File: config.mk
export PLATFORM = sky130hd
export DESIGN_NAME = papm_pin_mux
export DESIGN_NICKNAME = d
export VERILOG_FILES = /design/src/design/papm_pkg.sv /design/src/design/papm_wb_slave.sv /design/src/design/papm_pin_cell.sv /design/src/design/papm_pin_mux.sv
export SDC_FILE = /design/constraint.sdc
export NUM_CORES = 1
export LEC_CHECK = 0
export BUFFER_PORTS_ARGS = -buffer_cell sky130_fd_sc_hd__buf_2
export CORE_ASPECT_RATIO = 0.9
export CORE_MARGIN = 2
export CORE_UTILIZATION = 30
export CTS_CLUSTER_DIAMETER = 100
export DETAILED_ROUTE_END_ITERATION = 7
export HOLD_SLACK_MARGIN = 0.08
export PLACE_DENSITY_LB_ADDON = 0.25
export SLEW_MARGIN = 10
export SYNTH_ARGS = -nofsm -noshare
export SYNTH_HDL_FRONTEND = slang
export SYNTH_SLANG_ARGS = --single-unit
File: constraint.sdc
create_clock -name clk_sys -period 5.3 [get_ports clk_sys]
set_input_delay 0.795 -clock clk_sys [delete_from_list [all_inputs] [get_ports clk_sys]]
set_output_delay 0.795 -clock clk_sys [all_outputs]
set_load 0.01 [all_outputs]
File: src/design/papm_pkg.sv
// Package of register map, field layout and pin roles for the pin mux
package papm_pkg;

  // ****************************************
  // Pin group widths
  // ****************************************
  localparam int UD_W = 8;
  localparam int MID_W = 8;
  localparam int HI_W = 6;

  // ****************************************
  // Roles of the upper address pins (bit 16 is index 0)
  // ****************************************
  localparam int HI_RX_IDX = 2;
  localparam int HI_TX_IDX = 3;
  localparam int HI_CLK_IDX = 4;
  localparam int HI_CAP_IDX = 5;

  // ****************************************
  // Register byte offsets
  // ****************************************
  localparam logic [7:0] REG_CTRL = 8'h00;
  localparam logic [7:0] REG_MID_SEL = 8'h04;
  localparam logic [7:0] REG_HI_SEL = 8'h08;
  localparam logic [7:0] REG_UD_PORT = 8'h0c;
  localparam logic [7:0] REG_UD_DIR = 8'h10;
  localparam logic [7:0] REG_MID_PORT = 8'h14;
  localparam logic [7:0] REG_MID_DIR = 8'h18;
  localparam logic [7:0] REG_HI_PORT = 8'h1c;
  localparam logic [7:0] REG_HI_DIR = 8'h20;
  localparam logic [7:0] REG_PIN_LEVEL = 8'h24;
  localparam logic [7:0] REG_FUNC = 8'h28;

  // ****************************************
  // Field positions
  // ****************************************
  localparam int CTRL_WIDE_POS = 0;
  localparam int LVL_UD_POS = 0;
  localparam int LVL_MID_POS = 8;
  localparam int LVL_HI_POS = 16;
  localparam int FUNC_ADDR_POS = 0;
  localparam int FUNC_PER_POS = 8;
  localparam int FUNC_WIDE_POS = 16;

  // ****************************************
  // Reset values
  // ****************************************
  localparam logic RST_WIDE = 1'b0;
  localparam logic [7:0] RST_MID_SEL = 8'h00;
  localparam logic [5:0] RST_HI_SEL = 6'h00;
  localparam logic [7:0] RST_PORT = 8'h00;
  localparam logic [7:0] RST_DIR = 8'h00;

endpackage

File: src/design/papm_wb_slave.sv
// Classic Wishbone handshake: one wait state, ack for one cycle
`timescale 1ns/10ps
module papm_wb_slave (
  // Clock and reset
  input wire logic clk_sys,
  input wire logic rst_n,
  input wire logic clkEn,
  // Bus handshake
  input wire logic cyc_i,
  input wire logic stb_i,
  output logic ack_o,
  // Access strobe towards the register file
  output logic accept
);

  // ****************************************
  // Handshake
  // ****************************************
  // A new cycle is taken only while ack is low, so ack drops after one cycle
  assign accept = clkEn & cyc_i & stb_i & ~ack_o;

  always_ff @(posedge clk_sys or negedge rst_n) begin
    if (!rst_n) begin
      ack_o <= 1'b0;
    end else if (clkEn) begin
      ack_o <= accept;
    end
  end

endmodule

File: src/design/papm_pin_cell.sv
// One shared pin: registered output with peripheral, bus, port priority
`timescale 1ns/10ps
module papm_pin_cell (
  // Clock and reset
  input wire logic clk_sys,
  input wire logic rst_n,
  input wire logic clkEn,
  // Peripheral function
  input wire logic periphSel,
  input wire logic periphOut,
  // Bus function
  input wire logic busSel,
  input wire logic busOut,
  input wire logic busOe,
  // Port function
  input wire logic portOut,
  input wire logic portOe,
  // Pin drive
  output logic pinOut,
  output logic pinOe
);

  // ****************************************
  // Function priority
  // ****************************************
  always_ff @(posedge clk_sys or negedge rst_n) begin
    if (!rst_n) begin
      pinOut <= 1'b0;
      pinOe <= 1'b0;
    end else if (clkEn) begin
      if (periphSel) begin // [RULE_12]
        pinOut <= periphOut;
        pinOe <= 1'b1;
      end else if (busSel) begin // [RULE_12]
        pinOut <= busOut;
        pinOe <= busOe;
      end else begin
        pinOut <= portOut;
        pinOe <= portOe;
      end
    end
  end

endmodule

File: src/design/papm_pin_mux.sv
// Top of the shared data, address and peripheral pin multiplexer
`timescale 1ns/10ps

// Contract
// [RULE_01] Upper data pins carry bus only in 16-bit
// [RULE_02] Middle address pins follow middle select bits
// [RULE_03] Address bits 16 to 18 follow select bits
// [RULE_04] Serial transmit enable overrides bit 19 pin
// [RULE_05] Bit 19 address or port when transmit off
// [RULE_06] Bit 20 port needs both clocks off
// [RULE_07] Bit 21 address or port when data off
// [RULE_08] Serial receive always samples its pin
// [RULE_09] First capture input always sees bit 21 pin
// [RULE_10] First timer input always sees bit 21 pin
// [RULE_11] Bit 20 address needs serial clock off
// [RULE_12] Peripheral over address over port output
module papm_pin_mux (
  // Clock, reset and clock enable
  input wire logic clk_sys,
  input wire logic rst_n,
  input wire logic clkEn,
  // Wishbone slave
  input wire logic cyc_i,
  input wire logic stb_i,
  input wire logic we_i,
  input wire logic [7:0] adr_i,
  input wire logic [3:0] sel_i,
  input wire logic [31:0] dat_i,
  output logic [31:0] dat_o,
  output logic ack_o,
  // External bus side
  input wire logic [7:0] busDataHiOut,
  input wire logic busDataHiOe,
  output logic [7:0] busDataHiIn,
  input wire logic [7:0] addrMid,
  input wire logic [5:0] addrHi,
  // Serial unit
  input wire logic serialTxOe,
  input wire logic serialTxOut,
  input wire logic serialClkOe,
  input wire logic serialClkOut,
  output logic serialClkIn,
  output logic serialRxIn,
  // Simple serial interface
  input wire logic ssiClkOe,
  input wire logic ssiClkOut,
  input wire logic ssiDataOe,
  input wire logic ssiDataOut,
  // Capture and timer inputs
  output logic captureInFirst,
  output logic timerInFirst,
  // Upper data pins
  input wire logic [7:0] udPinIn,
  output logic [7:0] udPinOut,
  output logic [7:0] udPinOe,
  // Middle address pins
  input wire logic [7:0] midPinIn,
  output logic [7:0] midPinOut,
  output logic [7:0] midPinOe,
  // Upper address pins
  input wire logic [5:0] hiPinIn,
  output logic [5:0] hiPinOut,
  output logic [5:0] hiPinOe
);

  // ****************************************
  // Declarations
  // ****************************************
  logic wideReg;
  logic [7:0] midSelReg;
  logic [5:0] hiSelReg;
  logic [7:0] udPortReg;
  logic [7:0] udDirReg;
  logic [7:0] midPortReg;
  logic [7:0] midDirReg;
  logic [5:0] hiPortReg;
  logic [5:0] hiDirReg;
  logic [7:0] udLevelReg;
  logic [7:0] midLevelReg;
  logic [5:0] hiLevelReg;
  logic [5:0] hiPerSel;
  logic [5:0] hiPerOut;
  logic [5:0] hiAddrActive;
  logic accept;
  logic wrEn;
  logic [31:0] rdWord;

  // Byte lane 0 carries every writable field
  function automatic logic [7:0] laneWrite(input logic [7:0] oldVal,
                                           input logic [31:0] data,
                                           input logic [3:0] sel);
    laneWrite = sel[0] ? data[7:0] : oldVal;
  endfunction

  // ****************************************
  // Bus handshake
  // ****************************************
  papm_wb_slave uWb (
    .clk_sys(clk_sys),
    .rst_n(rst_n),
    .clkEn(clkEn),
    .cyc_i(cyc_i),
    .stb_i(stb_i),
    .ack_o(ack_o),
    .accept(accept)
  );

  assign wrEn = accept & we_i;

  // ****************************************
  // Control registers
  // ****************************************
  always_ff @(posedge clk_sys or negedge rst_n) begin
    if (!rst_n) begin
      wideReg <= papm_pkg::RST_WIDE;
      midSelReg <= papm_pkg::RST_MID_SEL;
      hiSelReg <= papm_pkg::RST_HI_SEL;
    end else if (wrEn) begin
      if (adr_i == papm_pkg::REG_CTRL) begin
        wideReg <= dat_i[papm_pkg::CTRL_WIDE_POS] & sel_i[0] |
                   wideReg & ~sel_i[0];
      end else if (adr_i == papm_pkg::REG_MID_SEL) begin
        midSelReg <= laneWrite(midSelReg, dat_i, sel_i);
      end else if (adr_i == papm_pkg::REG_HI_SEL) begin
        hiSelReg <= 6'(laneWrite({2'b00, hiSelReg}, dat_i, sel_i));
      end
    end
  end

  // ****************************************
  // Port data and direction registers
  // ****************************************
  always_ff @(posedge clk_sys or negedge rst_n) begin
    if (!rst_n) begin
      udPortReg <= papm_pkg::RST_PORT;
      udDirReg <= papm_pkg::RST_DIR;
      midPortReg <= papm_pkg::RST_PORT;
      midDirReg <= papm_pkg::RST_DIR;
      hiPortReg <= papm_pkg::RST_PORT[5:0];
      hiDirReg <= papm_pkg::RST_DIR[5:0];
    end else if (wrEn) begin
      if (adr_i == papm_pkg::REG_UD_PORT) begin
        udPortReg <= laneWrite(udPortReg, dat_i, sel_i);
      end else if (adr_i == papm_pkg::REG_UD_DIR) begin
        udDirReg <= laneWrite(udDirReg, dat_i, sel_i);
      end else if (adr_i == papm_pkg::REG_MID_PORT) begin
        midPortReg <= laneWrite(midPortReg, dat_i, sel_i);
      end else if (adr_i == papm_pkg::REG_MID_DIR) begin
        midDirReg <= laneWrite(midDirReg, dat_i, sel_i);
      end else if (adr_i == papm_pkg::REG_HI_PORT) begin
        hiPortReg <= 6'(laneWrite({2'b00, hiPortReg}, dat_i, sel_i));
      end else if (adr_i == papm_pkg::REG_HI_DIR) begin
        hiDirReg <= 6'(laneWrite({2'b00, hiDirReg}, dat_i, sel_i));
      end
    end
  end

  // ****************************************
  // Read path
  // ****************************************
  always_comb begin
    rdWord = 32'h0000_0000;
    if (adr_i == papm_pkg::REG_CTRL) begin
      rdWord = 32'(wideReg) << papm_pkg::CTRL_WIDE_POS;
    end else if (adr_i == papm_pkg::REG_MID_SEL) begin
      rdWord = 32'(midSelReg);
    end else if (adr_i == papm_pkg::REG_HI_SEL) begin
      rdWord = 32'(hiSelReg);
    end else if (adr_i == papm_pkg::REG_UD_PORT) begin
      rdWord = 32'(udPortReg);
    end else if (adr_i == papm_pkg::REG_UD_DIR) begin
      rdWord = 32'(udDirReg);
    end else if (adr_i == papm_pkg::REG_MID_PORT) begin
      rdWord = 32'(midPortReg);
    end else if (adr_i == papm_pkg::REG_MID_DIR) begin
      rdWord = 32'(midDirReg);
    end else if (adr_i == papm_pkg::REG_HI_PORT) begin
      rdWord = 32'(hiPortReg);
    end else if (adr_i == papm_pkg::REG_HI_DIR) begin
      rdWord = 32'(hiDirReg);
    end else if (adr_i == papm_pkg::REG_PIN_LEVEL) begin
      rdWord = (32'(udLevelReg) << papm_pkg::LVL_UD_POS) |
               (32'(midLevelReg) << papm_pkg::LVL_MID_POS) |
               (32'(hiLevelReg) << papm_pkg::LVL_HI_POS);
    end else if (adr_i == papm_pkg::REG_FUNC) begin
      rdWord = (32'(hiAddrActive) << papm_pkg::FUNC_ADDR_POS) |
               (32'(hiPerSel) << papm_pkg::FUNC_PER_POS) |
               (32'(wideReg) << papm_pkg::FUNC_WIDE_POS);
    end
  end

  // Unmapped offsets answer with zero
  always_ff @(posedge clk_sys or negedge rst_n) begin
    if (!rst_n) begin
      dat_o <= 32'h0000_0000;
    end else if (accept && !we_i) begin
      dat_o <= rdWord;
    end
  end

  // ****************************************
  // Peripheral selection on the upper address pins
  // ****************************************
  always_comb begin
    hiPerSel = 6'h00;
    hiPerOut = 6'h00;
    hiPerSel[papm_pkg::HI_TX_IDX] = serialTxOe; // [RULE_04]
    hiPerOut[papm_pkg::HI_TX_IDX] = serialTxOut;
    // Serial clock wins over the simple serial clock when both drive
    hiPerSel[papm_pkg::HI_CLK_IDX] = serialClkOe | ssiClkOe; // [RULE_06]
    hiPerOut[papm_pkg::HI_CLK_IDX] = serialClkOe ? serialClkOut : ssiClkOut;
    hiPerSel[papm_pkg::HI_CAP_IDX] = ssiDataOe; // [RULE_07]
    hiPerOut[papm_pkg::HI_CAP_IDX] = ssiDataOut;
  end

  assign hiAddrActive = hiSelReg & ~hiPerSel; // [RULE_12]

  // ****************************************
  // Pin cells
  // ****************************************
  genvar gi;
  generate
    for (gi = 0; gi < papm_pkg::UD_W; gi++) begin : gUd
      papm_pin_cell uCell (
        .clk_sys(clk_sys),
        .rst_n(rst_n),
        .clkEn(clkEn),
        .periphSel(1'b0),
        .periphOut(1'b0),
        .busSel(wideReg), // [RULE_01]
        .busOut(busDataHiOut[gi]),
        .busOe(busDataHiOe),
        .portOut(udPortReg[gi]),
        .portOe(udDirReg[gi]),
        .pinOut(udPinOut[gi]),
        .pinOe(udPinOe[gi])
      );
    end
    for (gi = 0; gi < papm_pkg::MID_W; gi++) begin : gMid
      papm_pin_cell uCell (
        .clk_sys(clk_sys),
        .rst_n(rst_n),
        .clkEn(clkEn),
        .periphSel(1'b0),
        .periphOut(1'b0),
        .busSel(midSelReg[gi]), // [RULE_02]
        .busOut(addrMid[gi]),
        .busOe(1'b1),
        .portOut(midPortReg[gi]),
        .portOe(midDirReg[gi]),
        .pinOut(midPinOut[gi]),
        .pinOe(midPinOe[gi])
      );
    end
    for (gi = 0; gi < papm_pkg::HI_W; gi++) begin : gHi
      papm_pin_cell uCell (
        .clk_sys(clk_sys),
        .rst_n(rst_n),
        .clkEn(clkEn),
        .periphSel(hiPerSel[gi]), // [RULE_05]
        .periphOut(hiPerOut[gi]),
        .busSel(hiSelReg[gi]), // [RULE_03] [RULE_11]
        .busOut(addrHi[gi]),
        .busOe(1'b1),
        .portOut(hiPortReg[gi]),
        .portOe(hiDirReg[gi]),
        .pinOut(hiPinOut[gi]),
        .pinOe(hiPinOe[gi])
      );
    end
  endgenerate

  // ****************************************
  // Inputs that stay connected to their pins
  // ****************************************
  always_ff @(posedge clk_sys or negedge rst_n) begin
    if (!rst_n) begin
      serialRxIn <= 1'b0;
      serialClkIn <= 1'b0;
      captureInFirst <= 1'b0;
      timerInFirst <= 1'b0;
      busDataHiIn <= 8'h00;
    end else if (clkEn) begin
      serialRxIn <= hiPinIn[papm_pkg::HI_RX_IDX]; // [RULE_08]
      serialClkIn <= hiPinIn[papm_pkg::HI_CLK_IDX];
      captureInFirst <= hiPinIn[papm_pkg::HI_CAP_IDX]; // [RULE_09]
      timerInFirst <= hiPinIn[papm_pkg::HI_CAP_IDX]; // [RULE_10]
      busDataHiIn <= udPinIn;
    end
  end

  // Pin levels for software
  always_ff @(posedge clk_sys or negedge rst_n) begin
    if (!rst_n) begin
      udLevelReg <= 8'h00;
      midLevelReg <= 8'h00;
      hiLevelReg <= 6'h00;
    end else if (clkEn) begin
      udLevelReg <= udPinIn;
      midLevelReg <= midPinIn;
      hiLevelReg <= hiPinIn;
    end
  end
endmodule

==> metrics, run 1 <==
RSZ-0062 raised after global routing=no; # Post-CTS Setup Buffers=0; leak pwr=3.996 nW; Data arrival, critical path=3550 ps; Final Net Count=842; commonest cells after routing, fill and taps aside=buf_2, dfrtp_1, mux2_2; Max-slew headroom=0.2557; vias in the first global route=5212; Worst R2R Start=uWb.ack_o$_DFFE_PN0P_; Power Density=329.4 mW/mm^2; Reg2Reg Depth=5; met3 Usage GRT=0.04311; yosys warns=0; vias per std cell=4.988; CTS tree=done; reported net switching power=699.1 uW; drt wl/cell=20.25 um; final setup fails=0; clk_lat worst skew=430 ps; final setup TNS=0 ps; flops & latches, synth=148; final hold vios=0; status=complete, no violations; clk sink count=148; Post-CTS Resized=0; fin. max-slew vios=0; crit-path cells=buf_4, nand4b_1, or2_2, nor3_2, a22oi_1, nand2_1; area grow syn2layout=18.82%; Setup CP Type=in -> reg; Hold Buf Count CTS=0; Synth Area in Adders=0; Synth Area in Simple Gates=0.09296; Initial Util=0.3059; DR pass1 iterations=5; GR Util met2=0.2650; post-synth cell types=50; Tot Pwr=2.803 mW; skew final=9.111 ps; # rows=53; Seq/Total Area, Yosys=0.5172; Synth Instances=641; Critical Path End Type=flop; P_int=2.104 mW; die span in x=166.9 um; Combinational Power Share=0.091; Worst VDD drop=0.0001846 V; element type at the critical path start=input port; CP Max Fanout=40; pin count of the biggest net entering global routing=72; DR vias=5267; drc violations=0; worst-margin pin slew=1110 ps; GR Util All Layers=0.1727; Avg Cell Area, Syn=11.17 sq um; commonest non-fill, non-tap cell in the layout=buf_2; mux cell area share after synthesis=0.1875; mapped cell area=0.007161 sq mm; CP max stage cell=nor3_2; r2r endpoint=dat_o[13]$_DFFE_PN0P_; filler instances=2393; post-DP HPWL=15.12 mm; antenna violations before repair=3; Reg power frac=0.433; root buffer cell=clkbuf_16; r2r setup slk=2530 ps; met1 usage=0.2431; Detail Route Antenna Nets=0; max-cap violations=0; Post-synth ARST share=1.000; chip height=150.6 um; post-layout min period=3193 ps; Hold Crit Class=in -> async; Net Sw Frac=0.2494; Core Area=0.02341 sq mm; die area=0.02512 sq mm; port bufs=154; global-route wire length before repair=32.64 mm; Synth Area in Compound Gates=0.1230; largest family of logic cells by synthesized area=multiplexers; total I/O pin count=192; routability cong.=0.8329; first-iteration detailed-routing DRC count=328; final wirelength=21.38 mm; Achievable Freq=313.2 MHz; H-tree depth=4; number of flops mapped to enable cells by yosys=0; predominant post-synthesis flop cell=dfrtp_1; xor/xnor share of the synthesized area=0; Multi-input gate area=0.002937 sq mm; register clock-pin slew on the reported worst setup and hold paths=60 ps; period utilisation layout=0.6025; Register Area=0.003704 sq mm; layout cells sized above 1=0.3910; Clock Path Buffers=2; Num CTS Buffers=17; WP data required=5660 ps; Clk pwr share=0.476; Largest stage delay, worst path=940 ps; Top Usage Layer GRT=met2; grt total ovfl=0
## power groups by stage
stage | Clock, mW | Combinational, mW | Sequential, mW
after global placement | 0 | 0.257 | 1.23
after global routing | 1.42 | 0.284 | 1.22
after detailed placement | 0 | 0.259 | 1.24
after CTS | 1.37 | 0.260 | 1.22
final | 1.33 | 0.254 | 1.21
after floorplan | 0 | 0.159 | 1.23
## Yosys cell counts, types with 2 or more instances
cell | number | area share
or4b_2 | 4 | 0.0056
o22ai_1 | 4 | 0.0035
a32o_1 | 2 | 0.0028
mux2_2 | 87 | 0.14
nor2_2 | 3 | 0.0026
a22o_1 | 10 | 0.012
clkbuf_1 | 24 | 0.013
inv_1 | 2 | 0.0010
o221ai_1 | 2 | 0.0024
a2111oi_0 | 2 | 0.0024
a21oi_1 | 66 | 0.046
a21o_1 | 5 | 0.0052
or3_1 | 3 | 0.0026
nand3_1 | 3 | 0.0021
nor2_1 | 66 | 0.035
nor2b_1 | 2 | 0.0017
or4_1 | 2 | 0.0021
nand2_1 | 19 | 0.010
and3_1 | 2 | 0.0017
buf_1 | 6 | 0.0031
or2_2 | 3 | 0.0026
o211ai_1 | 5 | 0.0052
a211oi_1 | 5 | 0.0052
o21ai_0 | 19 | 0.013
mux2i_1 | 34 | 0.048
nand2b_1 | 3 | 0.0026
buf_2 | 4 | 0.0028
dfrtp_1 | 148 | 0.52
buf_4 | 55 | 0.058
a31oi_1 | 2 | 0.0017
o2bb2ai_1 | 3 | 0.0037
a221oi_1 | 3 | 0.0037
clkinv_1 | 3 | 0.0016
a22oi_1 | 11 | 0.012
nor4_1 | 5 | 0.0044
nor3_1 | 10 | 0.0070
## cell type report
cell class                 count  share of cell area
inverter                       5            0.002206
timing repair buffer         159             0.09603
tap                          302             0.04441
antenna                        2           0.0005882
sequential                   148              0.4353
clock inverter                13             0.02309
multi-input combinational    408              0.3451
clock buffer                  19             0.05324
## registers in the layout (all words and copies together) (netlist names), 8 cells and up, named ones only
name / count
dat_o: 22
gMid.uCell.pinOe: 8
gMid.uCell.pinOut: 8
gUd.uCell.pinOe: 8
gUd.uCell.pinOut: 8
midDirReg: 8
midLevelReg: 8
midPortReg: 8
midSelReg: 8
udDirReg: 8
udLevelReg: 8
udPortReg: 8
## per-stage QoR
step	worst slack, ps	cell area, sq um	instances	utilization	hold slack [ps]
after floorplan	2474	7194	650	-	462.2
after global placement	1631	7854	1022	0.3355	451.7
after detailed placement	1597	7854	1022	0.3355	457.8
after CTS	2034	8503	1054	0.3632	334.5
after global routing	1810	8508	1056	0.3635	349.7
final	2107	8508	1056	0.3635	318.6
## how the worst max path moves through the flow
stage / startpoint / to / slack (ps) / cells past startpoint
final: clkEn / dat_o[13]$_DFFE_PN0P_ / 2110 / 6
after global routing: clkEn / dat_o[16]$_DFFE_PN0P_ / 1810 / 6
after CTS: clkEn / dat_o[13]$_DFFE_PN0P_ / 2030 / 6
after detailed placement: clkEn / dat_o[13]$_DFFE_PN0P_ / 1600 / 6
after global placement: clkEn / dat_o[13]$_DFFE_PN0P_ / 1630 / 6
after floorplan: adr_i[2] / hiSelReg[0]$_DFFE_PN0P_ / 2470 / 5
## metal layers
layer / routed length [um] / vias up
li1: - / 2457
met1: 9977 / 2639
met2: 9921 / 154
met3: 1240 / 17
met4: 242 / 0
met5: 0 / -
## worst max-delay path, delay by kind of cell
family / cells / cell delay, ps
compound gates: 1 / 210
simple gates: 4 / 2130
buf+inv: 1 / 390
## cell families after synthesis
kind of cell,after synthesis
DFF,148
AOI/OAI and AO/OA,142
and+or+nand+nor,134
muxes,122
buffers and inverters,94
other,1
(Power assumes the default switching activity.)
==> run 2: changes to the inputs <==
- clock period: 5.3 -> 3 ns (I/O delays scaled with it)
==> metrics, run 2 (synthesis results as in run 1) <==
status=complete, no violations (unchanged); die area=0.02512 sq mm (unchanged); RSZ-0062 raised after global routing=no (unchanged); global-route wire length before repair=32.20 mm (was 32.64 mm); hold endpoint=hiLevelReg[3]$_DFFE_PN0P_; Achievable Freq=422.0 MHz; Reg2Reg Depth=5 (unchanged); final setup TNS=0 ps (unchanged); chip height=150.6 um (unchanged); CTS tree=done (unchanged); final hold vios=0 (unchanged); final setup fails=0 (unchanged); commonest non-fill, non-tap cell in the layout=buf_2 (unchanged); Hold Crit Class=in -> reg (was in -> async); worst-margin pin slew=677.8 ps (was 1110 ps); commonest cells after routing, fill and taps aside=buf_2, dfrtp_1, mux2_2 (unchanged); HP Start=hiPinIn[3]; Worst R2R Start=uWb.ack_o$_DFFE_PN0P_ (unchanged); CP Max Fanout=6 (was 40); # rows=53 (unchanged); drc violations=0 (unchanged); Detail Route Antenna Nets=0 (unchanged); final wirelength=21.28 mm (was 21.38 mm); Core Area=0.02341 sq mm (unchanged); DR vias=5264 (was 5267); antenna violations before repair=2 (was 3); skew final=8.664 ps (was 9.111 ps); Setup CP Type=reg -> reg (was in -> reg); fin. max-slew vios=0 (unchanged); Worst VDD drop=0.0002719 V (was 0.0001846 V); WHS=257.4 ps (was 318.6 ps); register clock-pin slew on the reported worst setup and hold paths=60 ps (about the same); area grow syn2layout=20.72% (was 18.82%); vias in the first global route=5222 (was 5212); Data arrival, critical path=2670 ps (was 3550 ps); Final Net Count=871 (was 842); Multi-input gate area=0.002932 sq mm (was 0.002937 sq mm); pin count of the biggest net entering global routing=69 (was 72); Power Density=534.7 mW/mm^2 (was 329.4 mW/mm^2); number of flip-flops in the largest register=22 (unchanged); root buffer cell=clkbuf_16 (unchanged); Max-slew headroom=0.5481 (was 0.2557); r2r setup slk=630 ps (was 2530 ps); Placed Cells=1050 (was 1022); max-cap violations=0 (unchanged); # Post-CTS Setup Buffers=0 (unchanged); grt total ovfl=0 (unchanged); Num CTS Buffers=17 (unchanged); routability cong.=0.8518 (was 0.8329); element type at the critical path start=flop (was input port); Critical Path End Type=flop (unchanged); leak pwr=4.094 nW (was 3.996 nW); vias per std cell=4.852 (was 4.988); port bufs=154 (unchanged); Register Area=0.003704 sq mm (unchanged); drt wl/cell=19.62 um (was 20.25 um); fin util=0.3693 (was 0.3635); fin worst setup slack=630.3 ps (was 2107 ps); r2r endpoint=midPortReg[3]$_DFFE_PN0P_ (was dat_o[13]$_DFFE_PN0P_); DR pass1 iterations=4 (was 5); filler instances=2391 (was 2393); Initial Util=0.3059 (unchanged); post-DP HPWL=15.38 mm (was 15.12 mm); die span in x=166.9 um (unchanged); H-tree depth=4 (unchanged); WP data required=3300 ps (was 5660 ps); layout cells sized above 1=0.4097 (was 0.3910); post-layout min period=2370 ps; first-iteration detailed-routing DRC count=414 (was 328); clk_lat worst skew=420 ps (was 430 ps); Clock Path Buffers=2 (unchanged); Finished Layout Cells=1085 (was 1056); period utilisation layout=0.7899; clk sink count=148 (unchanged); GR Util All Layers=0.1724 (was 0.1727); total I/O pin count=192 (unchanged); most flop-heavy register=dat_o (unchanged); Setup WS pre-CTS=349.1 ps (was 1597 ps); hold path depth=2
run 2: changes by cell type in the layout (fill, tap and decap cells not counted), moves of 2 or more:
| cell | before | now |
|---|---|---|
| clkbuf_8 | 2 | 4 |
| buf_4 | 6 | 33 |
| bufinv_16 | 4 | 0 |
| clkinv_4 | 3 | 1 |
| clkinvlp_4 | 1 | 5 |
run 2: worst max-delay path by stage:
stage,end,cells after the start,from
after detailed placement,midPortReg[3]$_DFFE_PN0P_,6,adr_i[5]
final,midPortReg[3]$_DFFE_PN0P_,5,uWb.ack_o$_DFFE_PN0P_
after CTS,midPortReg[3]$_DFFE_PN0P_,5,uWb.ack_o$_DFFE_PN0P_
after global placement,midPortReg[4]$_DFFE_PN0P_,6,adr_i[5]
after floorplan,hiSelReg[0]$_DFFE_PN0P_,5,adr_i[2]
after global routing,midPortReg[4]$_DFFE_PN0P_,5,uWb.ack_o$_DFFE_PN0P_
run 2: final cells by class:
type	count	area share
inverters	5	0.002171
flip-flops and latches	148	0.4284
clock inverters	10	0.008540
clock buffers	22	0.05601
diodes	2	0.0005790
well taps	302	0.04371
multi-input cells	408	0.3391
repair buffers	188	0.1214
run 2: worst max-delay path: stages (launching register included):
cell	delay (ps)
dfrtp_1	390
nand4b_1	380
or3_1	580
nor2_2	380
buf_4	210
mux2_2	320
run 2: where the power goes:
part | switching, mW | leakage [nW] | internal (mW) | total (mW)
combinational | 0.272 | 1.92 | 0.184 | 0.456
clock | 0.872 | 0.261 | 1.15 | 2.02
sequential | 0.0569 | 1.91 | 2.09 | 2.14
run 2: layer usage:
layer	up-vias	wire (um)	track usage	part of all wire
li1	2528	-	-	-
met1	2584	9928	0.2448	0.47
met4	0	139	0.05172	0.0065
met2	144	9979	0.2601	0.47
met5	-	0	0	0
met3	8	1236	0.04232	0.058
run 2: what timing repair did:
| item | 4_1_cts | 5_1_grt |
|---|---|---|
| gates resized for setup | 0 | 0 |
| hold buffers | 1 | 0 |
| hold endpoints to repair | 39 | 0 |
run 2: through the flow:
stage	cell area (sq um)	power, mW
final	8645	4.622
after global routing	8640	4.844
after CTS	8640	4.692
after detailed placement	8071	2.649
after global placement	8071	2.644
after floorplan	7194	2.460
==> run 3: changes to the inputs <==
- ABC_AREA: default -> 1
- clock period: 3 -> 2.08 ns (I/O delays scaled with it)
==> metrics, run 3 <==
flops & latches, synth=148 (unchanged); leak pwr=4.178 nW (was 4.094 nW); WP data required=2380 ps (was 3300 ps); Synth area leader=dfrtp_1 (unchanged); Max-slew headroom=0.5902 (was 0.5481); Post-synth top cells=nand2_1, dfrtp_1, o21ai_1, o21ai_0, buf_4 (was dfrtp_1, mux2_2, a21oi_1, nor2_1, buf_4); Tot Pwr=6.827 mW (was 4.622 mW); Worst VDD drop=0.0004465 V (was 0.0002719 V); # rows=53 (unchanged); layout cells sized above 1=0.2585 (was 0.4097); grt total ovfl=0 (unchanged); routability cong.=0.9042 (was 0.8518); final setup TNS=0 ps (unchanged); Avg Cell Area, Syn=8.517 sq um (was 11.17 sq um); Reg2Reg Depth=7 (was 5); Post-synth ARST share=1.000 (unchanged); die span in x=166.1 um (was 166.9 um); commonest cells after routing, fill and taps aside=nand2_1, buf_2, dfrtp_1 (was buf_2, dfrtp_1, mux2_2); first-iteration detailed-routing DRC count=365 (was 414); Setup CP Type=reg -> reg (unchanged); Achievable Freq=555.2 MHz (was 422.0 MHz); fin. max-slew vios=0 (unchanged); post-synth cell types=35 (was 50); final hold vios=0 (unchanged); drt wl/cell=16.96 um (was 19.62 um); predominant post-synthesis flop cell=dfrtp_1 (unchanged); fin util=0.3683 (was 0.3693); period utilisation layout=0.8660 (was 0.7899); CP max stage cell=dfrtp_1 (was or3_1); element type at the critical path start=flop (unchanged); DR vias=5859 (was 5264); crit-path cells=inv_1, nand4_1, nor2_2, and2_2, nand2_2, nand2_1, o21ai_1 (was nand4b_1, or3_1, nor2_2, buf_4, mux2_2); clk sink count=148 (unchanged); Power Density=796.4 mW/mm^2 (was 534.7 mW/mm^2); chip height=149.9 um (was 150.6 um); mapped cell area=0.007094 sq mm (was 0.007161 sq mm); status=complete, no violations (unchanged); final wirelength=21.54 mm (was 21.28 mm); # Post-CTS Setup Buffers=0 (unchanged); Num CTS Buffers=17 (unchanged); post-layout min period=1801 ps (was 2370 ps); Finished Layout Cells=1270 (was 1085); r2r setup slk=280 ps (was 630 ps); die area=0.02490 sq mm (was 0.02512 sq mm); number of flip-flops in the largest register=22 (unchanged); vias per std cell=4.613 (was 4.852); commonest non-fill, non-tap cell in the layout=nand2_1 (was buf_2); Hold Crit Class=in -> reg (unchanged); vias in the first global route=5717 (was 5222); Placed Cells=1228 (was 1050); GR Util All Layers=0.1744 (was 0.1724); final setup fails=0 (unchanged); DR pass1 iterations=5 (was 4); Clock Path Buffers=2 (unchanged); max-cap violations=0 (unchanged); Largest stage delay, worst path=370 ps (was 580 ps); global-route wire length before repair=33.05 mm (was 32.20 mm); Critical Path End Type=flop (unchanged); Initial Util=0.3048 (was 0.3059); port bufs=154 (unchanged); CTS tree=done (unchanged); CP Max Fanout=16 (was 6); root buffer cell=clkbuf_16 (unchanged); post-DP HPWL=16.04 mm (was 15.38 mm); antenna violations before repair=1 (was 2); register clock-pin slew on the reported worst setup and hold paths=60 ps (about the same); top cell type's share of synthesized area=0.5220 (was 0.5172); pin count of the biggest net entering global routing=60 (was 69); worst-margin pin slew=614.7 ps (was 677.8 ps); top-count cell post-synth=nand2_1 (was dfrtp_1); Data arrival, critical path=2100 ps (was 2670 ps); clk_lat worst skew=430 ps (was 420 ps); top cells by area, synth=dfrtp_1, nand2_1, buf_4, o21ai_1, o21ai_0 (was dfrtp_1, mux2_2, buf_4, mux2i_1, a21oi_1); number of flops mapped to enable cells by yosys=0 (unchanged); yosys warns=0 (unchanged); Synth Instances=833 (was 641); Core Area=0.02328 sq mm (was 0.02341 sq mm); hold path depth=3 (was 2); drc violations=0 (unchanged); RSZ-0062 raised after global routing=no (unchanged); skew final=12.54 ps (was 8.664 ps); H-tree depth=4 (unchanged); Final Net Count=1057 (was 871); Seq/Total Area, Yosys=0.5220 (was 0.5172); most flop-heavy register=dat_o (unchanged); area grow syn2layout=20.83% (was 20.72%); Detail Route Antenna Nets=0 (unchanged); total I/O pin count=192 (unchanged)
-- run 3: cell count changes after synthesis, moves of 17 or more --
cell	delta
mux2_2	-87
inv_1	+52
a21oi_1	-32
o21ai_1	+76
mux2i_1	-24
nor2_1	-17
nand2_1	+193
o21ai_0	+56
-- run 3: through the flow --
stage | cell area (sq um) | hold slack, ps | setup WS (ps)
floorplan | 7128 | 16.41 | 557.9
global placement | 7869 | 287.8 | 0.6570
detailed placement | 7869 | 288.8 | -29.48
CTS | 8561 | 82.41 | 4.053
global route | 8569 | 86.79 | 140.0
finish | 8572 | 94.63 | 278.8
-- run 3: power breakdown --
| part | switching (mW) | internal [mW] |
|---|---|---|
| combinational | 0.382 | 0.240 |
| sequential | 0.0615 | 2.99 |
| clock | 1.31 | 1.85 |
-- run 3: worst max-delay path: cells and delay by family, from the launching register on --
kind | cells | cell delay (ps)
AOI/OAI and AO/OA | 1 | 70
buffers and inverters | 1 | 70
DFF | 1 | 370
and+or+nand+nor | 5 | 1160
-- run 3: path summary, 6_finish.rpt --
kind,start,endpoint
max,uWb.ack_o$_DFFE_PN0P_,midSelReg[0]$_DFFE_PN0P_
min,midPinIn[1],midLevelReg[1]$_DFFE_PN0P_
max reg2reg,uWb.ack_o$_DFFE_PN0P_,midSelReg[0]$_DFFE_PN0P_
min reg2reg,dat_o[16]$_DFFE_PN0P_,dat_o[16]$_DFFE_PN0P_
max in group asynchronous,rst_n,gMid[0].uCell.pinOe$_DFFE_PN0P_
min in group asynchronous,rst_n,hiLevelReg[2]$_DFFE_PN0P_
-- run 3: layer usage --
metal / routed length, um / GRT usage / vias up
met5: 0 / 0 / -
met4: 433 / 0.06348 / 0
met3: 1042 / 0.03200 / 22
met2: 9643 / 0.2639 / 155
met1: 10420 / 0.2497 / 2794
li1: - / - / 2888
-- run 3: repair_timing --
item / 4_1_cts / 5_1_grt
resized for setup: 0 / 4
hold buffers: 9 / 0
endpoints found under the setup margin: 0 / 18
hold endpoints to repair: 51 / 0
-- run 3: final cells by class --
cell class,count,area [sq um]
Fill cell,2412,14700
Sequential cell,148,3704
Multi-Input combinational cell,543,2624
Timing Repair Buffer,177,1010
Clock buffer,19,452.9
Tap cell,302,377.9
Inverter,67,252.7
Clock inverter,13,148.9
Antenna cell,1,2.502
-- run 3: kinds of logic after synthesis --
logic type             Yosys count  share of synthesized area
AND/OR/NAND/NOR                318                     0.1989
AO/OA/AOI/OAI                  205                     0.1503
buffers and inverters          151                     0.1141
flip-flops                     148                     0.5220
multiplexers                    10                    0.01411
other                            1                  0.0005286
